==> src/usart_frame_consts.svh <==
`ifndef USART_FRAME_CONSTS_SVH
`define USART_FRAME_CONSTS_SVH

`define ADDR_W 4
`define OFF_CTRL_A 4'h0
`define OFF_CTRL_B 4'h4
`define OFF_STATUS 4'h8
`define OFF_TIMEOUT 4'hC
`define OFF_TXDATA 4'h0
`define CTRL_A_MASK 32'h1400_1009
`define CTRL_B_MASK 32'h00FF_BF10
`define TIMEOUT_MASK 32'h00FF_FFFF
`define RST_ZERO 32'h0000_0000
`define BIT_EN 0
`define BIT_TXEN 3
`define BIT_DLS_LO 12
`define BIT_TOIE 26
`define BIT_DLS_HI 28
`define BIT_NODE_ADDRESS_WIDTH 4
`define BIT_LASTPULSE 8
`define BIT_PHASE 9
`define BIT_IDLELVL 10
`define BIT_CKEN 11
`define BIT_STOP_LO 12
`define BIT_SWAP 15
`define BIT_RXINV 16
`define BIT_TXINV 17
`define BIT_DINV 18
`define BIT_MSBF 19
`define BIT_ABR 20
`define BIT_ABRM_LO 21
`define BIT_TODET 23
`define ST_TOFLAG 0
`define ST_TXBUSY 1
`define ST_ABRDONE 2
`define ST_ABRCNT_LO 8
`define CTRL_A_STATUS_W 4'hC
`define DIV_DEFAULT 16
`define TOUT_W 24

`endif

==> src/usart_frame_pkg.sv <==
package usart_frame_pkg;
  typedef enum logic [4:0] {
    TX_IDLE = 5'b00001,
    TX_START = 5'b00010,
    TX_DATA = 5'b00100,
    TX_STOP = 5'b01000,
    TX_DONE = 5'b10000
  } tx_state_t;

  typedef enum logic [1:0] {
    LEN_8 = 2'b00,
    LEN_9 = 2'b01,
    LEN_7 = 2'b10
  } data_len_t;

  typedef enum logic [1:0] {
    ABR_START = 2'b00,
    ABR_FALL = 2'b01,
    ABR_7F = 2'b10,
    ABR_55 = 2'b11
  } abr_method_t;
endpackage

==> src/usart_rx_timeout.sv <==
`include "usart_frame_consts.svh"

module usart_rx_timeout #(
  parameter int TW = `TOUT_W
) (
  input wire logic clock_i, // core clock
  input wire logic rst_n_i, // synchronised reset
  input wire logic enable_i, // detection enabled
  input wire logic line_idle_i, // rx line at idle level
  input wire logic [TW-1:0] limit_i, // idle cycles until timeout
  output logic expired_o // one-cycle pulse on timeout
);
  typedef struct packed {
    logic [TW-1:0] cnt;
    logic fired;
    logic exp;
  } to_state_t;

  to_state_t s_q, s_d;

  always_comb begin
    s_d = s_q;
    s_d.exp = 1'b0;
    if (!enable_i || !line_idle_i) begin
      s_d.cnt = '0;
      s_d.fired = 1'b0;
    end else if (!s_q.fired) begin
      if (s_q.cnt >= limit_i) begin
        s_d.exp = 1'b1;
        s_d.fired = 1'b1;
      end else begin
        s_d.cnt = s_q.cnt + 1'b1;
      end
    end
  end

  always_ff @(posedge clock_i or negedge rst_n_i) begin
    if (!rst_n_i) begin
      s_q <= '0;
    end else begin
      s_q <= s_d;
    end
  end

  assign expired_o = s_q.exp;
endmodule

==> src/usart_frame_line_config.sv <==
// Design decision made here: the strobed register port.
`include "usart_frame_consts.svh"

// Functional notes
// RL1 - timeout interrupt asserted while timeout flag set and its enable is one
// RL2 - data length code: 00 eight bits, 01 nine bits, 10 seven bits
// RL3 - software keeps upper length bit steady while a character transmits
// RL4 - address length bit picks four or seven bit node address width
// RL5 - synchronous mode: clock pulse for final data bit only when enabled
// RL6 - phase bit picks first or second clock edge for sampling
// RL7 - polarity bit sets idle clock pin level
// RL8 - clock output enable gates driving the serial clock pin
// RL9 - stop field: 00 one stop bit, 10 two stop bits
// RL10 - swap enable exchanges transmit and receive pin roles
// RL11 - receive line inversion flips received levels
// RL12 - transmit line inversion flips driven levels
// RL13 - data inversion sends data and parity bits in negative logic
// RL14 - bit order: zero gives lsb first, one gives msb first
// RL15 - auto rate detection measures incoming traffic for bit rate
// RL16 - method field selects start bit, falling edges, 0x7F or 0x55 frame
// RL17 - timeout detect sets flag after rx idle for programmed duration
// RL18 - software changes frame and pin settings only while disabled
// RL19 - second control register at offset 0x04 resetting to zero
// RL20 - lower length bit alone: zero eight bits, one nine bits
// RL21 - reserved bits read zero and writes to them do nothing
// RL22 - clock settings have no pin effect with clock output disabled
module usart_frame_line_config
  import usart_frame_pkg::*;
#(
  parameter int DIV = `DIV_DEFAULT,
  parameter int TW = `TOUT_W
) (
  input wire logic clock_i, // 40 MHz core clock
  input wire logic rstn_i, // async active-low reset
  input wire logic [`ADDR_W-1:0] addr_i, // register byte address
  input wire logic [31:0] wdata_i, // write data
  input wire logic wr_i, // write strobe
  input wire logic rd_i, // read strobe
  output logic [31:0] rdata_o, // read data, cycle after rd_i
  input wire logic [8:0] tx_word_i, // word to send
  input wire logic tx_valid_i, // send request pulse
  output logic tx_busy_o, // frame in progress
  input wire logic pin_a_i, // pin a input level
  input wire logic pin_b_i, // pin b input level
  output logic pin_a_o, // pin a output level
  output logic pin_a_oe_o, // pin a driven
  output logic pin_b_o, // pin b output level
  output logic pin_b_oe_o, // pin b driven
  output logic serial_clock_pin_o, // clock pin level
  output logic serial_clock_pin_oe_o, // clock pin driven
  output logic node_address_width_o, // 1: seven-bit address matching
  output logic irq_o // timeout interrupt request
);
  typedef struct packed {
    logic [31:0] ctrl_a;
    logic [31:0] ctrl_b;
    logic [TW-1:0] tout;
    logic [31:0] rdata;
    logic to_flag;
    tx_state_t st;
    logic [8:0] shreg;
    logic [3:0] nbits;
    logic [3:0] bitcnt;
    logic [15:0] divcnt;
    logic half;
    logic txd;
    logic ck;
    logic ck_oe;
    logic rx_prev;
    logic abr_run;
    logic abr_done;
    logic [15:0] abr_cnt;
    logic [2:0] abr_edges;
    logic irq;
    logic addr_w;
  } core_t;

  core_t s_q, s_d;
  logic rst_m_q, rst_s_q;
  logic expired;
  logic rx_line;

  function automatic logic [3:0] data_bits(input logic [1:0] code);
    unique case (code)
      LEN_9: data_bits = 4'h9; // RL2
      LEN_7: data_bits = 4'h7; // RL2
      default: data_bits = 4'h8; // RL2 RL20
    endcase
  endfunction

  function automatic logic [8:0] reverse_bits(input logic [8:0] w, input logic [3:0] n);
    logic [8:0] r;
    r = '0;
    for (int i = 0; i < 9; i++) begin
      if (i < n) begin
        r[n - 1 - i] = w[i];
      end
    end
    return r;
  endfunction

  always_ff @(posedge clock_i or negedge rstn_i) begin
    if (!rstn_i) begin
      rst_m_q <= 1'b0;
      rst_s_q <= 1'b0;
    end else begin
      rst_m_q <= 1'b1;
      rst_s_q <= rst_m_q;
    end
  end

  // swap picks which pin receives; rx inversion applied before anything looks at it
  assign rx_line = (s_q.ctrl_b[`BIT_SWAP] ? pin_a_i : pin_b_i) ^ s_q.ctrl_b[`BIT_RXINV]; // RL10 RL11

  usart_rx_timeout #(
    .TW(TW)
  ) u_timeout (
    .clock_i(clock_i),
    .rst_n_i(rst_s_q),
    .enable_i(s_q.ctrl_b[`BIT_TODET]), // RL17
    .line_idle_i(rx_line),
    .limit_i(s_q.tout),
    .expired_o(expired)
  );

  always_comb begin
    logic sync_mode;
    logic [3:0] nb;
    logic [8:0] frame;
    logic bit_now;
    logic last_data;
    sync_mode = 1'b0;
    nb = 4'h0;
    frame = '0;
    bit_now = 1'b0;
    last_data = 1'b0;
    s_d = s_q;
    s_d.rdata = '0;
    sync_mode = s_q.ctrl_b[`BIT_CKEN];

    // register writes; reserved bits masked off
    if (wr_i) begin
      unique case (addr_i)
        `OFF_CTRL_A: s_d.ctrl_a = wdata_i & `CTRL_A_MASK; // RL21
        `OFF_CTRL_B: s_d.ctrl_b = wdata_i & `CTRL_B_MASK; // RL19 RL21
        `OFF_STATUS: begin
          // write one clears; detection in the same cycle wins
          if (wdata_i[`ST_TOFLAG]) s_d.to_flag = 1'b0;
          if (wdata_i[`ST_ABRDONE]) s_d.abr_done = 1'b0;
        end
        `OFF_TIMEOUT: s_d.tout = wdata_i[TW-1:0];
        default: ;
      endcase
    end
    if (rd_i) begin
      unique case (addr_i)
        `OFF_CTRL_A: s_d.rdata = s_q.ctrl_a;
        `OFF_CTRL_B: s_d.rdata = s_q.ctrl_b; // RL19
        `OFF_STATUS: s_d.rdata = {8'h00, s_q.abr_cnt, 5'h00, s_q.abr_done, tx_busy_o, s_q.to_flag};
        `OFF_TIMEOUT: s_d.rdata = {{(32-TW){1'b0}}, s_q.tout};
        default: s_d.rdata = '0;
      endcase
    end

    if (expired) s_d.to_flag = 1'b1; // RL17
    s_d.irq = s_q.to_flag & s_q.ctrl_a[`BIT_TOIE]; // RL1
    s_d.addr_w = s_q.ctrl_b[`BIT_NODE_ADDRESS_WIDTH]; // RL4

    // auto rate: count cycles over the measured span, result in status
    s_d.rx_prev = rx_line;
    if (!s_q.ctrl_b[`BIT_ABR]) begin
      s_d.abr_run = 1'b0; // RL15
      s_d.abr_edges = '0;
    end else if (!s_q.abr_run && !s_q.abr_done) begin
      if (s_q.rx_prev && !rx_line) begin
        s_d.abr_run = 1'b1; // RL15
        s_d.abr_cnt = '0;
        s_d.abr_edges = '0;
      end
    end else if (s_q.abr_run) begin
      s_d.abr_cnt = s_q.abr_cnt + 1'b1;
      unique case (abr_method_t'(s_q.ctrl_b[`BIT_ABRM_LO +: 2]))
        ABR_START: if (!s_q.rx_prev && rx_line) begin // RL16
          s_d.abr_run = 1'b0;
          s_d.abr_done = 1'b1;
        end
        ABR_FALL: if (s_q.rx_prev && !rx_line) begin // RL16
          s_d.abr_run = 1'b0;
          s_d.abr_done = 1'b1;
        end
        ABR_7F: if (s_q.rx_prev && !rx_line) begin // RL16
          // 0x7F: start plus seven ones, next fall is after eight bits
          s_d.abr_run = 1'b0;
          s_d.abr_done = 1'b1;
        end
        ABR_55: if (s_q.rx_prev && !rx_line) begin // RL16
          s_d.abr_edges = s_q.abr_edges + 1'b1;
          if (s_q.abr_edges == 3'h3) begin
            s_d.abr_run = 1'b0;
            s_d.abr_done = 1'b1;
          end
        end
      endcase
    end

    // transmitter
    s_d.half = 1'b0;
    if (s_q.divcnt != '0) begin
      s_d.divcnt = s_q.divcnt - 1'b1;
      if (s_q.divcnt == 16'(DIV / 2)) s_d.half = 1'b1;
    end
    unique case (s_q.st)
      TX_IDLE: begin
        s_d.txd = 1'b1;
        if (tx_valid_i && s_q.ctrl_a[`BIT_EN]) begin
          nb = data_bits({s_q.ctrl_a[`BIT_DLS_HI], s_q.ctrl_a[`BIT_DLS_LO]}); // RL3
          frame = tx_word_i & ((9'h001 << nb) - 9'h001);
          if (s_q.ctrl_b[`BIT_MSBF]) frame = reverse_bits(frame, nb); // RL14
          s_d.shreg = frame;
          s_d.nbits = nb;
          s_d.st = TX_START;
          s_d.txd = 1'b0;
          s_d.divcnt = 16'(DIV - 1);
        end
      end
      TX_START: if (s_q.divcnt == '0) begin
        s_d.st = TX_DATA;
        s_d.bitcnt = '0;
        s_d.txd = s_q.shreg[0] ^ s_q.ctrl_b[`BIT_DINV]; // RL13
        s_d.divcnt = 16'(DIV - 1);
      end
      TX_DATA: if (s_q.divcnt == '0) begin
        if (s_q.bitcnt == s_q.nbits - 4'h1) begin
          s_d.st = TX_STOP;
          s_d.txd = 1'b1;
          s_d.bitcnt = '0;
        end else begin
          s_d.shreg = {1'b0, s_q.shreg[8:1]};
          s_d.bitcnt = s_q.bitcnt + 1'b1;
          s_d.txd = s_q.shreg[1] ^ s_q.ctrl_b[`BIT_DINV]; // RL13
        end
        s_d.divcnt = 16'(DIV - 1);
      end
      TX_STOP: if (s_q.divcnt == '0) begin
        // 10 gives a second stop bit; reserved codes fall back to one
        if (s_q.ctrl_b[`BIT_STOP_LO +: 2] == 2'b10 && s_q.bitcnt == '0) begin // RL9
          s_d.bitcnt = 4'h1;
          s_d.divcnt = 16'(DIV - 1);
        end else begin
          s_d.st = TX_DONE;
        end
      end
      TX_DONE: s_d.st = TX_IDLE;
      default: s_d.st = TX_IDLE;
    endcase

    // synchronous clock: one pulse per data bit, the last one only with lastpulse set, first half at idle level then active
    last_data = (s_q.st == TX_DATA) && (s_q.bitcnt == s_q.nbits - 4'h1);
    bit_now = (s_q.st == TX_DATA) && (!last_data || s_q.ctrl_b[`BIT_LASTPULSE]); // RL5
    // phase 1 shifts the pulse by half a bit so data is sampled on the second edge
    if (!bit_now) begin
      s_d.ck = s_q.ctrl_b[`BIT_IDLELVL]; // RL7
    end else if (s_q.ctrl_b[`BIT_PHASE]) begin // RL6
      s_d.ck = s_q.ctrl_b[`BIT_IDLELVL] ^ (s_q.divcnt > 16'(DIV / 2));
    end else begin
      s_d.ck = s_q.ctrl_b[`BIT_IDLELVL] ^ (s_q.divcnt <= 16'(DIV / 2)); // RL6
    end
    s_d.ck_oe = sync_mode & s_q.ctrl_a[`BIT_EN]; // RL8 RL22
  end

  always_ff @(posedge clock_i or negedge rst_s_q) begin
    if (!rst_s_q) begin
      s_q <= '0; // RL19
      s_q.st <= TX_IDLE;
      s_q.txd <= 1'b1;
      s_q.rx_prev <= 1'b1;
    end else begin
      s_q <= s_d;
    end
  end

  logic tx_level;
  assign tx_level = s_q.txd ^ s_q.ctrl_b[`BIT_TXINV]; // RL12

  always_comb begin
    rdata_o = s_q.rdata;
    tx_busy_o = (s_q.st != TX_IDLE);
    pin_a_o = s_q.ctrl_b[`BIT_SWAP] ? 1'b0 : tx_level; // RL10
    pin_a_oe_o = ~s_q.ctrl_b[`BIT_SWAP] & s_q.ctrl_a[`BIT_TXEN];
    pin_b_o = s_q.ctrl_b[`BIT_SWAP] ? tx_level : 1'b0; // RL10
    pin_b_oe_o = s_q.ctrl_b[`BIT_SWAP] & s_q.ctrl_a[`BIT_TXEN];
    serial_clock_pin_o = s_q.ck_oe & s_q.ck; // RL22
    serial_clock_pin_oe_o = s_q.ck_oe; // RL8
    node_address_width_o = s_q.addr_w;
    irq_o = s_q.irq;
  end
endmodule

==> config.mk <==
export PLATFORM = sky130hd
export DESIGN_NAME = usart_frame_line_config
export DESIGN_NICKNAME = d
export VERILOG_FILES = /design/src/usart_frame_pkg.sv /design/src/usart_rx_timeout.sv /design/src/usart_frame_line_config.sv
export VERILOG_INCLUDE_DIRS = /design/src
export SDC_FILE = /design/constraint.sdc
export NUM_CORES = 1
export LEC_CHECK = 0
export BUFFER_PORTS_ARGS = -buffer_cell sky130_fd_sc_hd__buf_2
export CAP_MARGIN = 30
export CORE_AREA = 2 2 139 141
export DETAILED_ROUTE_END_ITERATION = 16
export DIE_AREA = 0 0 141 143
export GPL_ROUTABILITY_DRIVEN = 0
export HOLD_SLACK_MARGIN = 0.08
export PLACE_DENSITY_LB_ADDON = 0.05
export SYNTH_ARGS = -nofsm -noshare
export SYNTH_HDL_FRONTEND = slang
export SYNTH_HIERARCHICAL = 1
export SYNTH_SLANG_ARGS = --single-unit
==> constraint.sdc <==
create_clock -name clock_i -period 9.7 [get_ports clock_i]
set_clock_uncertainty 0.1 [all_clocks]
set_input_delay 2.425 -clock clock_i [delete_from_list [all_inputs] [get_ports clock_i]]
set_output_delay 2.425 -clock clock_i [all_outputs]
set_load 0.01 [all_outputs]
# Word-level counts from Yosys, hierarchy flattened
# Cells that the tools add are included.
[totals] register_bits=171 output_inout_bits=41 mem_count=0 inputBits=52 ram_bits=0 rom_bits=0 elab_cells=289 latchBits=0
[op_classes] eq_ne=32 n_reduce_logical=49 n_addsub=16 muxes=122 div=0 multipliers=0 n_lt_le_gt_ge=30 n_shift=1 bitwise=14
[op_table] operator="9-bit two-way mux" n=35
[op_table] operator="32-bit by 1-bit >= comparator with 1-bit output, second input constant" n=9
[op_table] operator="32-bit by 5-bit less-than comparator with 1-bit output, second input constant" n=9
[op_table] operator="32-bit by 3-bit subtractor with 32-bit output, second input constant" n=4
[op_table] operator="29-bit case mux with 4 select lines" n=1
[op_table] operator="20-bit two-way mux" n=4
[op_table] operator="9-bit bitwise mux" n=8
[op_table] operator="16-bit case mux with 4 select lines" n=1
[op_table] operator="32-bit by 2-bit subtractor with 32-bit output, second input constant" n=2
[op_table] operator="19-bit two-way mux" n=2
[op_table] operator="1-bit demux with 4-bit select" n=9
[op_table] operator="17-bit two-way mux" n=2
[op_table] operator="32-bit by 1-bit subtractor with 32-bit output, second input constant" n=1
[op_table] operator="1-bit two-way mux" n=31
[op_table] operator="29-bit two-way mux" n=1
[op_table] operator="26-bit two-way mux" n=1
[op_table] operator="25-bit two-way mux" n=1
[op_table] operator="24-bit by 1-bit adder with 24-bit output, second input constant" n=1
[op_table] operator="24-bit >= comparator" n=1
[op_table] operator="24-bit two-way mux" n=1
[op_table] operator="21-bit two-way mux" n=1
[op_table] operator="5-bit two-way mux" n=4
[op_table] operator="5-bit case mux with 4 select lines" n=1
[op_table] operator="9-bit bitwise AND" n=2
[op_table] operator="60 further kinds" n=132

# Longest topological paths before layout
# Gate-level depths: netlist of the first run.
[depth] word_depth=54 mapped_depth=13 mapped_depth_nobuf=13

# Hierarchy
# Netlist of the first run, hierarchy kept.
[by_module_without_submodules] module="usart_frame_line_config" instances=1 seq_area_each_um2=3457.1 area_each_um2=8050.2 cells_each=832
[by_module_without_submodules] module="usart_rx_timeout" instances=1 seq_area_each_um2=650.6 area_each_um2=2082.0 cells_each=244

# Least setup slack after synthesis of the first run
# Ideal clock, no wire load.
[synth_timing] path_type="input to register" startpoint="input port pin_a_i" endpoint="register s_q[17] in the netlist's numbering" stages=7 n_path_buf=1 setup_ps=131 path_slack_ps=5494 t_arrival_ps=3975 t_required_ps=9469 path_cell_list="mux2i_1 > mux2i_1 > nand2b_1 > clkbuf_1 > nand4_1 > and3_1 > or3_1"
[synth_via] elab_chain_cells=6
[synth_lines] item="start: declaration" line="usart_frame_line_config.sv:43" rtl="input wire logic pin_a_i,"
[synth_lines] item="1-bit two-way mux" line="usart_frame_line_config.sv:113" rtl="assign rx_line = (s_q.ctrl_b[`BIT_SWAP] ? pin_a_i : pin_b_i) ^ s_q.ctrl_b[`BIT_RXINV];"
[synth_lines] item="1-bit XOR" line="usart_frame_line_config.sv:113"
[synth_lines] item="1-bit logical NOT" line="usart_frame_line_config.sv:175" rtl="if (s_q.rx_prev && !rx_line) begin"
[synth_lines] item="1-bit logical AND" line="usart_frame_line_config.sv:175"
[synth_lines] item="2-bit by 1-bit != test with 1-bit output (no line)"
[synth_lines] item="3-bit AND reduction (no line)"
[synth_lines] item="end: declaration" line="usart_frame_line_config.sv:78" rtl="core_t s_q, s_d;"
# Every way passes these cells.
# A chain may end at the register's enable or synchronous reset.

# Worst setup path after layout of the first run
# Same ends and word-level chain as after synthesis.

==> results.txt, run 1 <==
CTS H-tree depth - 4
Overall Global Routing Usage - 25.99%
IO buf count - 80
Final setup viols - 0
Hold Buf Count CTS - 0
Clk pwr share - 29.8%
Initial Util - 54.53%
Crit-path cells - buf_2, mux2i_1, mux2i_1, nand2b_1, nand4_1, and3_1, or3_1
Worst-Skew Late Latency - 0.43 ns
CP peak stage delay - 0.38 ns
DRC - 0
Ports - 93
Worst Hold Class - reg -> async
WS Path Type - in -> reg
Clock buffer depth - 2
Yosys reg bits - 164
HPWL Detailed - 18220 µm
VDD IR max - 0.1421 mV
Global route total overflow - 0
Sinks on the clock net - 164
Worst path slowest cell - nand2b_1
Switching power - 0.8367 mW
Area Growth Syn to Fin - 10.26%
CORE AREA - 18580 µm²
Post-synth ARST share - 100.0%
Cell count after synthesis - 1076
Via density per instance - 6.074
Status - complete, no violations
Slew headroom - 36.50%
Drt wl/cell - 18.40 µm
Global-route wire length before repair - 41310 µm
EDFF count, synth - 0
Crit path required time - 9.91 ns
Post-synth cell types - 87
# diodes - 0
Max-slew violations - 0
Worst-margin pin slew - 0.9502 ns
Vias - 8394
Pin count of the biggest net entering global routing - 67
Drt pass-1 iters - 6
Max_cap viols - 0
CP Capture Type - register
Vias in the first global route - 7894
Clk root buf - clkbuf_16
Die Span Y - 143 µm
Sw frac - 36.28%
CTS Buf Count - 17
CTS tree - done
Int Power - 1.470 mW
Final hold vios - 0
Worst-path fanout max - 9
Most Frequent Cell on Critical Path - mux2i_1
Synthesized area - 10130 µm²
Num rows - 50
Seq/Total Area, Yosys - 40.54%
Post-layout net count - 1244
Initial antenna violation count - 0
Pleak - 4.991 nW
Final min period - 4.159 ns
Critical path data arrival time - 4.37 ns
Post-route clock period utilization - 42.88%
Combinational power share - 30.5%
Layout cells sized above 1 - 17.86%
PostCTS Resize Cnt - 0
Post-route cell area - 11170 µm²
Synthesis Warnings - 6
Setup TNS - 0 ns
Initial DRC Count - 585
RSZ-0062 raised after global routing - false
Setup Buffers After CTS - 0
Layout fillers - 1629
Sequential Power Share - 39.7%
Die ar. - 20160 µm²
Die width - 141 µm
WL final - 25440 µm
Worst-path clk slew - 0.07 ns
Power Dens Cells - 206.4 nW/µm²
Crit start category - input port
Primary FF master, synth - dfrtp_1
Fmax achieved - 0.2404 GHz
Mean Syn Cell Area - 9.417 µm²
Post-DP Area - 10570 µm²
Post-route ant nets - 0
## flip-flops by register name, indices dropped and copies added, names as in the netlist
register,flops
serial_clock_pin_oe_o,1
rdata_o,26
irq_o,1
node_address_width_o,1
s_d,1
rst_s_q,1
u_timeout/s_q,25
s_q,106
rst_m_q,1
u_timeout/expired_o,1
## cells by family after synthesis
family                   share of synthesized area, %
other                                         0.07412
buffers and inverters                           6.681
flip-flops                                      40.54
AND/OR/NAND/NOR                                 19.80
XOR/XNOR                                        2.297
multiplexers                                    6.051
AO/OA/AOI/OAI                                   17.52
adder cells (fa/ha/maj)                         7.039
## final timing paths
check                                 to  cells past startpoint  slack [ns]      from
worst max-delay path             s_q[17]                      7        5.54   pin_a_i
worst min-delay path            s_q[183]                      0        0.21   rst_s_q
worst max register to register   s_q[60]                     10        6.19  s_q[183]
worst min register to register  s_q[183]                      0        0.21   rst_s_q
max in group asynchronous        rst_s_q                      1        7.73    rstn_i
min in group clock_i             rst_s_q                      0        0.25   rst_m_q
## Yosys cell counts, drive strengths merged (17+ instances only)
cell      n  area, µm²
nand3    44      225.2
nor2     81      332.8
o21ai    42      221.5
buf      43      326.6
inv      53      204.0
nand2    87      329.1
ha       57      713.2
or4      25      195.2
and3     17      106.4
a22oi    27      207.7
o31ai    20      155.1
clkbuf   37      138.9
a21oi    87      435.4
nand4    21      137.6
nor3     17      85.08
mux2     47      533.0
dfrtp   161       4029
## per-stage QoR
stage	hold slack (ns)	utilization [%]	setup slack [ns]	std cells	total power, mW
6_report	0.2129	60.13	5.541	1382	2.306
5_1_grt	0.2586	60.13	5.386	1382	2.447
4_1_cts	0.2423	60.13	5.550	1382	2.313
3_5_place_dp	0.2339	56.90	5.087	1350	1.622
3_3_place_gp	0.2339	56.73	5.144	1348	1.608
2_1_floorplan	0.2312	-	4.697	1105	1.441
## cell type report
class	count	area [µm²]	area share, %
clock buffer	18	429.2	3.841
clock inverter	14	170.2	1.523
inverter	55	211.5	1.893
multi-input combinational	806	5456	48.84
sequential	164	4111	36.80
tap	234	292.8	2.621
timing repair buffer	91	500.5	4.480
## layout by cell type (no fill, tap or decap), types with 6 or more instances in the layout
cell type,instances
ha_1,57
o22ai_1,6
nor2b_1,15
dfrtp_1,160
inv_6,6
a22o_1,7
xnor2_1,14
mux2_2,46
or3_1,8
a31oi_1,9
or4_1,23
or2_2,6
nor4_1,7
nor3_1,17
xor2_1,10
nand4_1,20
nand3_1,43
a21oi_1,87
o31ai_1,19
clkbuf_16,17
a22oi_1,26
o211ai_1,6
o21ai_0,36
mux2i_1,8
buf_2,81
a21o_1,6
nand2_1,86
inv_1,52
buf_4,9
and3_1,17
nor2_1,77
conb_1,31
and2_1,15
## critical path: cells and delay by family
| family | cells | cell delay [ns] |
|---|---|---|
| buf+inv | 1 | 0.09 |
| mux | 2 | 0.64 |
| simple gates | 4 | 1.21 |
## metal layers
metal  vias up  track usage, %  share of wire (%)
met5         -               0                  0
met4         0           6.526                1.5
met3        30           3.924                5.2
met2       287           43.11                 48
met1      4077           36.05                 45
li1       4000               -                  -
## power by group through the flow
stage          combinational, mW  sequential (mW)  clock [mW]
3_5_place_dp               0.696            0.926           0
5_1_grt                    0.782            0.932       0.732
4_1_cts                    0.699            0.915       0.699
2_1_floorplan              0.553            0.888           0
3_3_place_gp               0.684            0.924           0
6_report                   0.704            0.917       0.686
(Power assumes the default switching activity.)
==> inputs of run 2 (changes only) <==
--- a/config.mk
+++ b/config.mk
@@ -6,11 +6,12 @@
 export SDC_FILE = /design/constraint.sdc
 export NUM_CORES = 1
 export LEC_CHECK = 0
+export ABC_AREA = 1
 export BUFFER_PORTS_ARGS = -buffer_cell sky130_fd_sc_hd__buf_2
 export CAP_MARGIN = 30
-export CORE_AREA = 2 2 139 141
+export CORE_AREA = 2 2 143 145
 export DETAILED_ROUTE_END_ITERATION = 16
-export DIE_AREA = 0 0 141 143
+export DIE_AREA = 0 0 145 147
 export GPL_ROUTABILITY_DRIVEN = 0
 export HOLD_SLACK_MARGIN = 0.08
 export PLACE_DENSITY_LB_ADDON = 0.05
==> constraint.sdc (replaced) <==
create_clock -name clock_i -period 4.1 [get_ports clock_i]
set_clock_uncertainty 0.1 [all_clocks]
set_input_delay 1.025 -clock clock_i [delete_from_list [all_inputs] [get_ports clock_i]]
set_output_delay 1.025 -clock clock_i [all_outputs]
set_load 0.01 [all_outputs]
==> results.txt, run 2 <==
Post-route clock period utilization - 78.53%
Drt pass-1 iters - 5
IO buf count - 80
Sinks on the clock net - 164
WS Path Type - reg -> reg
Cell taking the most area after synthesis - dfrtp_1
Worst-Skew Late Latency - 0.43 ns
Power Dens Cells - 456.0 nW/µm²
Most numerous cell in the Yosys netlist - nand2_1
PostCTS Resize Cnt - 0
Die Span Y - 147 µm
Area Growth Syn to Fin - 10.74%
Worst-path fanout max - 10
Fmax achieved - 0.3106 GHz
Drt wl/cell - 14.30 µm
Worst-margin pin slew - 0.8867 ns
Synthesized area - 10740 µm²
Critical path data arrival time - 3.47 ns
Biggest register - s_q
Post-synth cell types - 56
Layout fillers - 1882
Yosys top cell area share - 37.50%
Clk root buf - clkbuf_16
Max-slew violations - 0
HPWL Detailed - 19640 µm
WL final - 26170 µm
Status - complete, no violations
Die ar. - 21320 µm²
Vias - 9420
Ranking of synthesized cells by area - dfrtp_1 38%, nand2_1 13%, inv_1 7.4%, ha_1 6.6%, nor2_1 5.3%
Final setup viols - 0
Setup TNS - 0 ns
EDFF count, synth - 0
Worst Hold Class - in -> async
Number of flip-flops under the largest register name - 106
Global route total overflow - 0
Cell count after synthesis - 1474
Ports - 93
Setup Buffers After CTS - 0
Die width - 145 µm
CP Capture Type - register
Synth top cells by count - 380 x nand2_1, 211 x inv_1, 161 x dfrtp_1
Cells on worst reg2reg path - 19
Initial DRC Count - 665
Post-layout net count - 1656
Max_cap viols - 0
Seq/Total Area, Yosys - 38.24%
Crit start category - register
Commonest non-fill, non-tap cell in the layout - nand2_1
Initial Util - 54.14%
Global-route wire length before repair - 44030 µm
DRC - 0
Via density per instance - 5.148
CORE AREA - 19840 µm²
Num rows - 52
Overall Global Routing Usage - 25.57%
Worst-path clk slew - 0.07 ns
Slew headroom - 40.82%
Synthesis Warnings - 6
CTS H-tree depth - 4
Crit path required time - 4.35 ns
Pleak - 6.349 nW
CTS tree - done
Post-route ant nets - 0
Hold Buf Count CTS - 0
Yosys reg bits - 164
RSZ-0062 raised after global routing - false
Commonest non-fill, non-tap cells in the layout - 380 x nand2_1, 211 x inv_1, 160 x dfrtp_1
VDD IR max - 0.2627 mV
Final hold vios - 0
Dpl cells - 1798
Initial antenna violation count - 0
# diodes - 0
Fin cells - 1830
Primary FF master, synth - dfrtp_1
Vias in the first global route - 8799
Post-synth ARST share - 100.0%
Clock buffer depth - 2
Mean Syn Cell Area - 7.288 µm²
Total power - 5.425 mW
Final min period - 3.220 ns
CTS Buf Count - 17
Pin count of the biggest net entering global routing - 68
Layout cells sized above 1 - 12.44%
==> run 2: cell count changes in the layout (fill, tap and decap cells not counted), sizes merged, moves of 19 or more <==
cell,change
o21ai,+39
nand2,+301
inv,+181
o31ai,-19
a22oi,-25
mux2,-43
nor2,+83
nand3,+32
or4,-25
==> run 2: path summary, 6_finish.rpt <==
path	from	endpoint	slack, ns
hold reg to reg	rst_m_q	rst_s_q	0.26
min in group clock_i	rst_m_q	rst_s_q	0.26
setup reg to reg	s_q[167]	s_q[59]	0.88
max in group asynchronous	rst_s_q	s_q[42]	2.54
setup / recovery	s_q[167]	s_q[59]	0.88
hold / removal	rstn_i	rst_s_q	0.26
==> run 2: cells by family (layout without fill, tap and decap cells) <==
| kind of cell | count (synthesis) | in the layout | synth area share, % |
|---|---|---|---|
| compound gates | 205 | 205 | 10.90 |
| xor+xnor | 35 | 35 | 2.853 |
| fa+ha+maj | 57 | 57 | 6.639 |
| buf+inv | 306 | 363 | 12.38 |
| flops | 164 | 164 | 38.24 |
| mux | 4 | 4 | 0.4193 |
| other cells | 2 | 31 | 0.06991 |
| simple gates | 701 | 701 | 28.50 |
==> run 2: where the power goes <==
part	internal [mW]	switching [mW]	leakage, nW	total [mW]
Sequential	1.88	0.235	2.15	2.12
Combinational	0.559	1.07	3.90	1.63
Clock	0.986	0.688	0.297	1.67
==> run 2: layout make-up <==
class                   count  area, µm²  share of cell area [%]
multi-input cells        1033       5414                   45.51
flip-flops and latches    164       4111                   34.56
inverters                 239      897.1                   7.541
repair buffers             92      523.0                   4.396
clock buffers              19      442.9                   3.723
well taps                 270      337.8                   2.840
clock inverters            13      170.2                   1.430
==> run 2: layer usage <==
layer	wire [µm]	vias up	global-route usage, %
met4	263	0	6.683
li1	-	4800	-
met1	12320	4345	36.22
met3	1323	19	3.602
met5	0	-	0
met2	12260	256	41.55
==> run 2: critical path: stages, from the launching register on <==
cell and delay (ns):
dfrtp_1 0.41, inv_1 0.16, ha_1 0.45, nand2_1 0.24, ha_1 0.33, nor2_1 0.33, inv_1 0.18, o211ai_1 0.20
nand2_1 0.07, nand2_1 0.06, nand2_1 0.05, nand2_1 0.07, nand2_1 0.05, nand2_1 0.06, nand2_1 0.05, nand2_1 0.06
nand2_1 0.05, nand2_1 0.05, nand2_1 0.05, a21oi_1 0.11
==> run 2: stage by stage <==
step / hold slack (ns) / util [%] / cell area, µm² / worst slack [ns]
6_report: 0.2587 / 59.95 / 11900 / 0.8803
5_1_grt: 0.2468 / 59.95 / 11900 / 0.5873
4_1_cts: 0.2498 / 59.95 / 11900 / 0.9413
3_5_place_dp: 0.2484 / 56.86 / 11280 / 0.9666
3_3_place_gp: 0.2366 / 56.72 / 11260 / 0.9519
2_1_floorplan: 0.2311 / - / 10850 / 1.289
==> inputs of run 3 (changes only) <==
--- a/config.mk
+++ b/config.mk
@@ -6,12 +6,12 @@
 export SDC_FILE = /design/constraint.sdc
 export NUM_CORES = 1
 export LEC_CHECK = 0
-export ABC_AREA = 1
+export ABC_AREA = 0
 export BUFFER_PORTS_ARGS = -buffer_cell sky130_fd_sc_hd__buf_2
 export CAP_MARGIN = 30
-export CORE_AREA = 2 2 143 145
+export CORE_AREA = 2 2 139 141
 export DETAILED_ROUTE_END_ITERATION = 16
-export DIE_AREA = 0 0 145 147
+export DIE_AREA = 0 0 141 143
 export GPL_ROUTABILITY_DRIVEN = 0
 export HOLD_SLACK_MARGIN = 0.08
 export PLACE_DENSITY_LB_ADDON = 0.05
==> constraint.sdc (replaced) <==
create_clock -name clock_i -period 2.6 [get_ports clock_i]
set_clock_uncertainty 0.1 [all_clocks]
set_input_delay 0.65 -clock clock_i [delete_from_list [all_inputs] [get_ports clock_i]]
set_output_delay 0.65 -clock clock_i [all_outputs]
set_load 0.01 [all_outputs]
==> results.txt, run 3 (same netlist as run 1, synthesis figures left out) <==
Max-slew violations - 0
Clk pwr share - 28.9%
CTS H-tree depth - 4
Sw frac - 34.89%
Worst-margin pin slew - 0.6916 ns
VDD IR max - 0.4628 mV
Multi-input logic area - 5753 µm²
Die width - 141 µm
Setup WS post-layout - -0.02889 ns
Reg area - 4114 µm²
Int Power - 6.059 mW
Max_cap viols - 0
Power Dens Cells - 751.0 nW/µm²
Sequential Power Share - 36.5%
WL final - 27260 µm
Worst path slowest cell - or4_4
Ports - 93
Pleak - 5.591 nW
Post-route cell area - 12390 µm²
Die ar. - 20160 µm²
DRC - 0
IO buf count - 80
CP Capture Type - register
Layout cells sized above 1 - 28.93%
Crit start category - register
Slew headroom - 53.89%
Dpl cells - 1430
Die Span Y - 143 µm
Post-layout net count - 1344
CP delay by family, top - compound AO/OA/AOI/OAI gates
Worst-path clk slew - 0.06 ns
Post-route clock period utilization - 101.1%
RSZ-0062 raised after global routing - true
Final core occ - 66.69%
WS Path Type - reg -> reg
Failing checks - negative setup slack
Layout fillers - 1510
Place WS - -0.04505 ns
Worst Hold Class - reg -> reg
Buffers & Inverters on Critical Path - 1
Drt wl/cell - 18.39 µm
Overall Global Routing Usage - 27.28%
HPWL Detailed - 19390 µm
Crit path required time - 2.85 ns
Status - complete, but fails checks
Sinks on the clock net - 164
Final hold vios - 0
Area Growth Syn to Fin - 22.29%
Initial DRC Count - 608
Clk root buf - clkbuf_16
Global-route wire length before repair - 43440 µm
Final min period - 2.629 ns
# diodes - 0
Combinational power share - 34.5%
Commonest non-fill, non-tap cell in the layout - dfrtp_1
CORE AREA - 18580 µm²
CTS Buf Count - 17
Number of flip-flops under the largest register name - 106
Fmax achieved - 0.3804 GHz
Post-DP Area - 11260 µm²
Worst-path fanout max - 7
Switching power - 3.247 mW
Biggest register - s_q
Crit-path cells - ha_4, nand2b_4, a211oi_4, o221ai_2, a211o_4, clkbuf_16, or4_4, a21oi_2
Final setup viols - 2
Commonest non-fill, non-tap cells in the layout - 158 x dfrtp_1, 94 x buf_4, 86 x nand2_1
Total power - 9.306 mW
Vias in the first global route - 8449
Initial antenna violation count - 0
CTS tree - done
Worst-Skew Late Latency - 0.43 ns
Critical path data arrival time - 2.88 ns
Fin cells - 1482
Initial Util - 54.53%
Clock buffer depth - 2
Global route total overflow - 0
Via density per instance - 6.020
Pin count of the biggest net entering global routing - 51
Num rows - 50
Post-route ant nets - 0
Drt pass-1 iters - 5
CP peak stage delay - 0.48 ns
Vias - 8922
run 3: cell count changes in the layout (fill, tap and decap cells not counted), sizes merged, moves of 16 or more:
cell   delta
nand2   -301
inv     -182
buf      +96
nor2     -83
mux2     +43
o21ai    -39
nand3    -32
a22oi    +25
or4      +25
o31ai    +19
and3     +16
run 3: worst reg2reg max path: cells and delay by family, from the launching register on:
kind            cells  cell delay, ns
fa+ha+maj           1            0.24
compound gates      4            0.96
buf+inv             1            0.18
simple gates        2            0.62
flops               1            0.45
run 3: routing by layer:
layer / up-vias / wire length (µm) / track usage [%]
met5: - / 0 / 0
met4: 0 / 913 / 11.63
met3: 64 / 1573 / 4.427
met2: 359 / 12890 / 43.49
met1: 4299 / 11890 / 37.16
li1: 4200 / - / -
run 3: repair_timing:
item,in CTS,in global routing
pin swaps,4,46
cloned,0,3
hold buffers,1,0
setup buffers,0,16
resized for setup,4,68
hold endpoints to repair,2,0
endpoints found under the setup margin,7,33
run 3: through the flow:
| step | hold WS (ns) | TNS (ns) |
|---|---|---|
| global placement | 0.2344 | -0.01461 |
| detailed placement | 0.2426 | -0.1020 |
| floorplan | 0.2312 | 0 |
| global route | 0.2601 | -1.558 |
| CTS | 0.2571 | -0.00005973 |
| finish | 0.2571 | -0.03194 |
run 3: cell type report:
type	instances	share of cell area, %
clock inverters	14	1.616
inverters	55	1.727
repair buffers	191	11.20
flip-flops and latches	164	33.20
well taps	234	2.363
clock buffers	18	3.464
multi-input cells	806	46.43
run 3: final timing paths:
check / end / cells after the start / start / slack (ns)
min reg2reg: rst_s_q / 0 / rst_m_q / 0.26
min: rst_s_q / 0 / rst_m_q / 0.26
min in group asynchronous: rdata_o[7] / 0 / rst_s_q / 0.28
max in group asynchronous: s_q[26] / 1 / rst_s_q / 1.39
max reg2reg: u_timeout/s_q[22] / 8 / s_q[99] / -0.03
max: u_timeout/s_q[22] / 8 / s_q[99] / -0.03
run 3: power by group through the flow:
| stage | logic (mW) | clock network (mW) | registers [mW] |
|---|---|---|---|
| after floorplan | 2.07 | 0 | 3.31 |
| after global placement | 2.91 | 0 | 3.42 |
| after detailed placement | 2.95 | 0 | 3.43 |
| after CTS | 2.97 | 2.74 | 3.39 |
| after global routing | 3.54 | 2.85 | 3.46 |
| final | 3.21 | 2.69 | 3.40 |
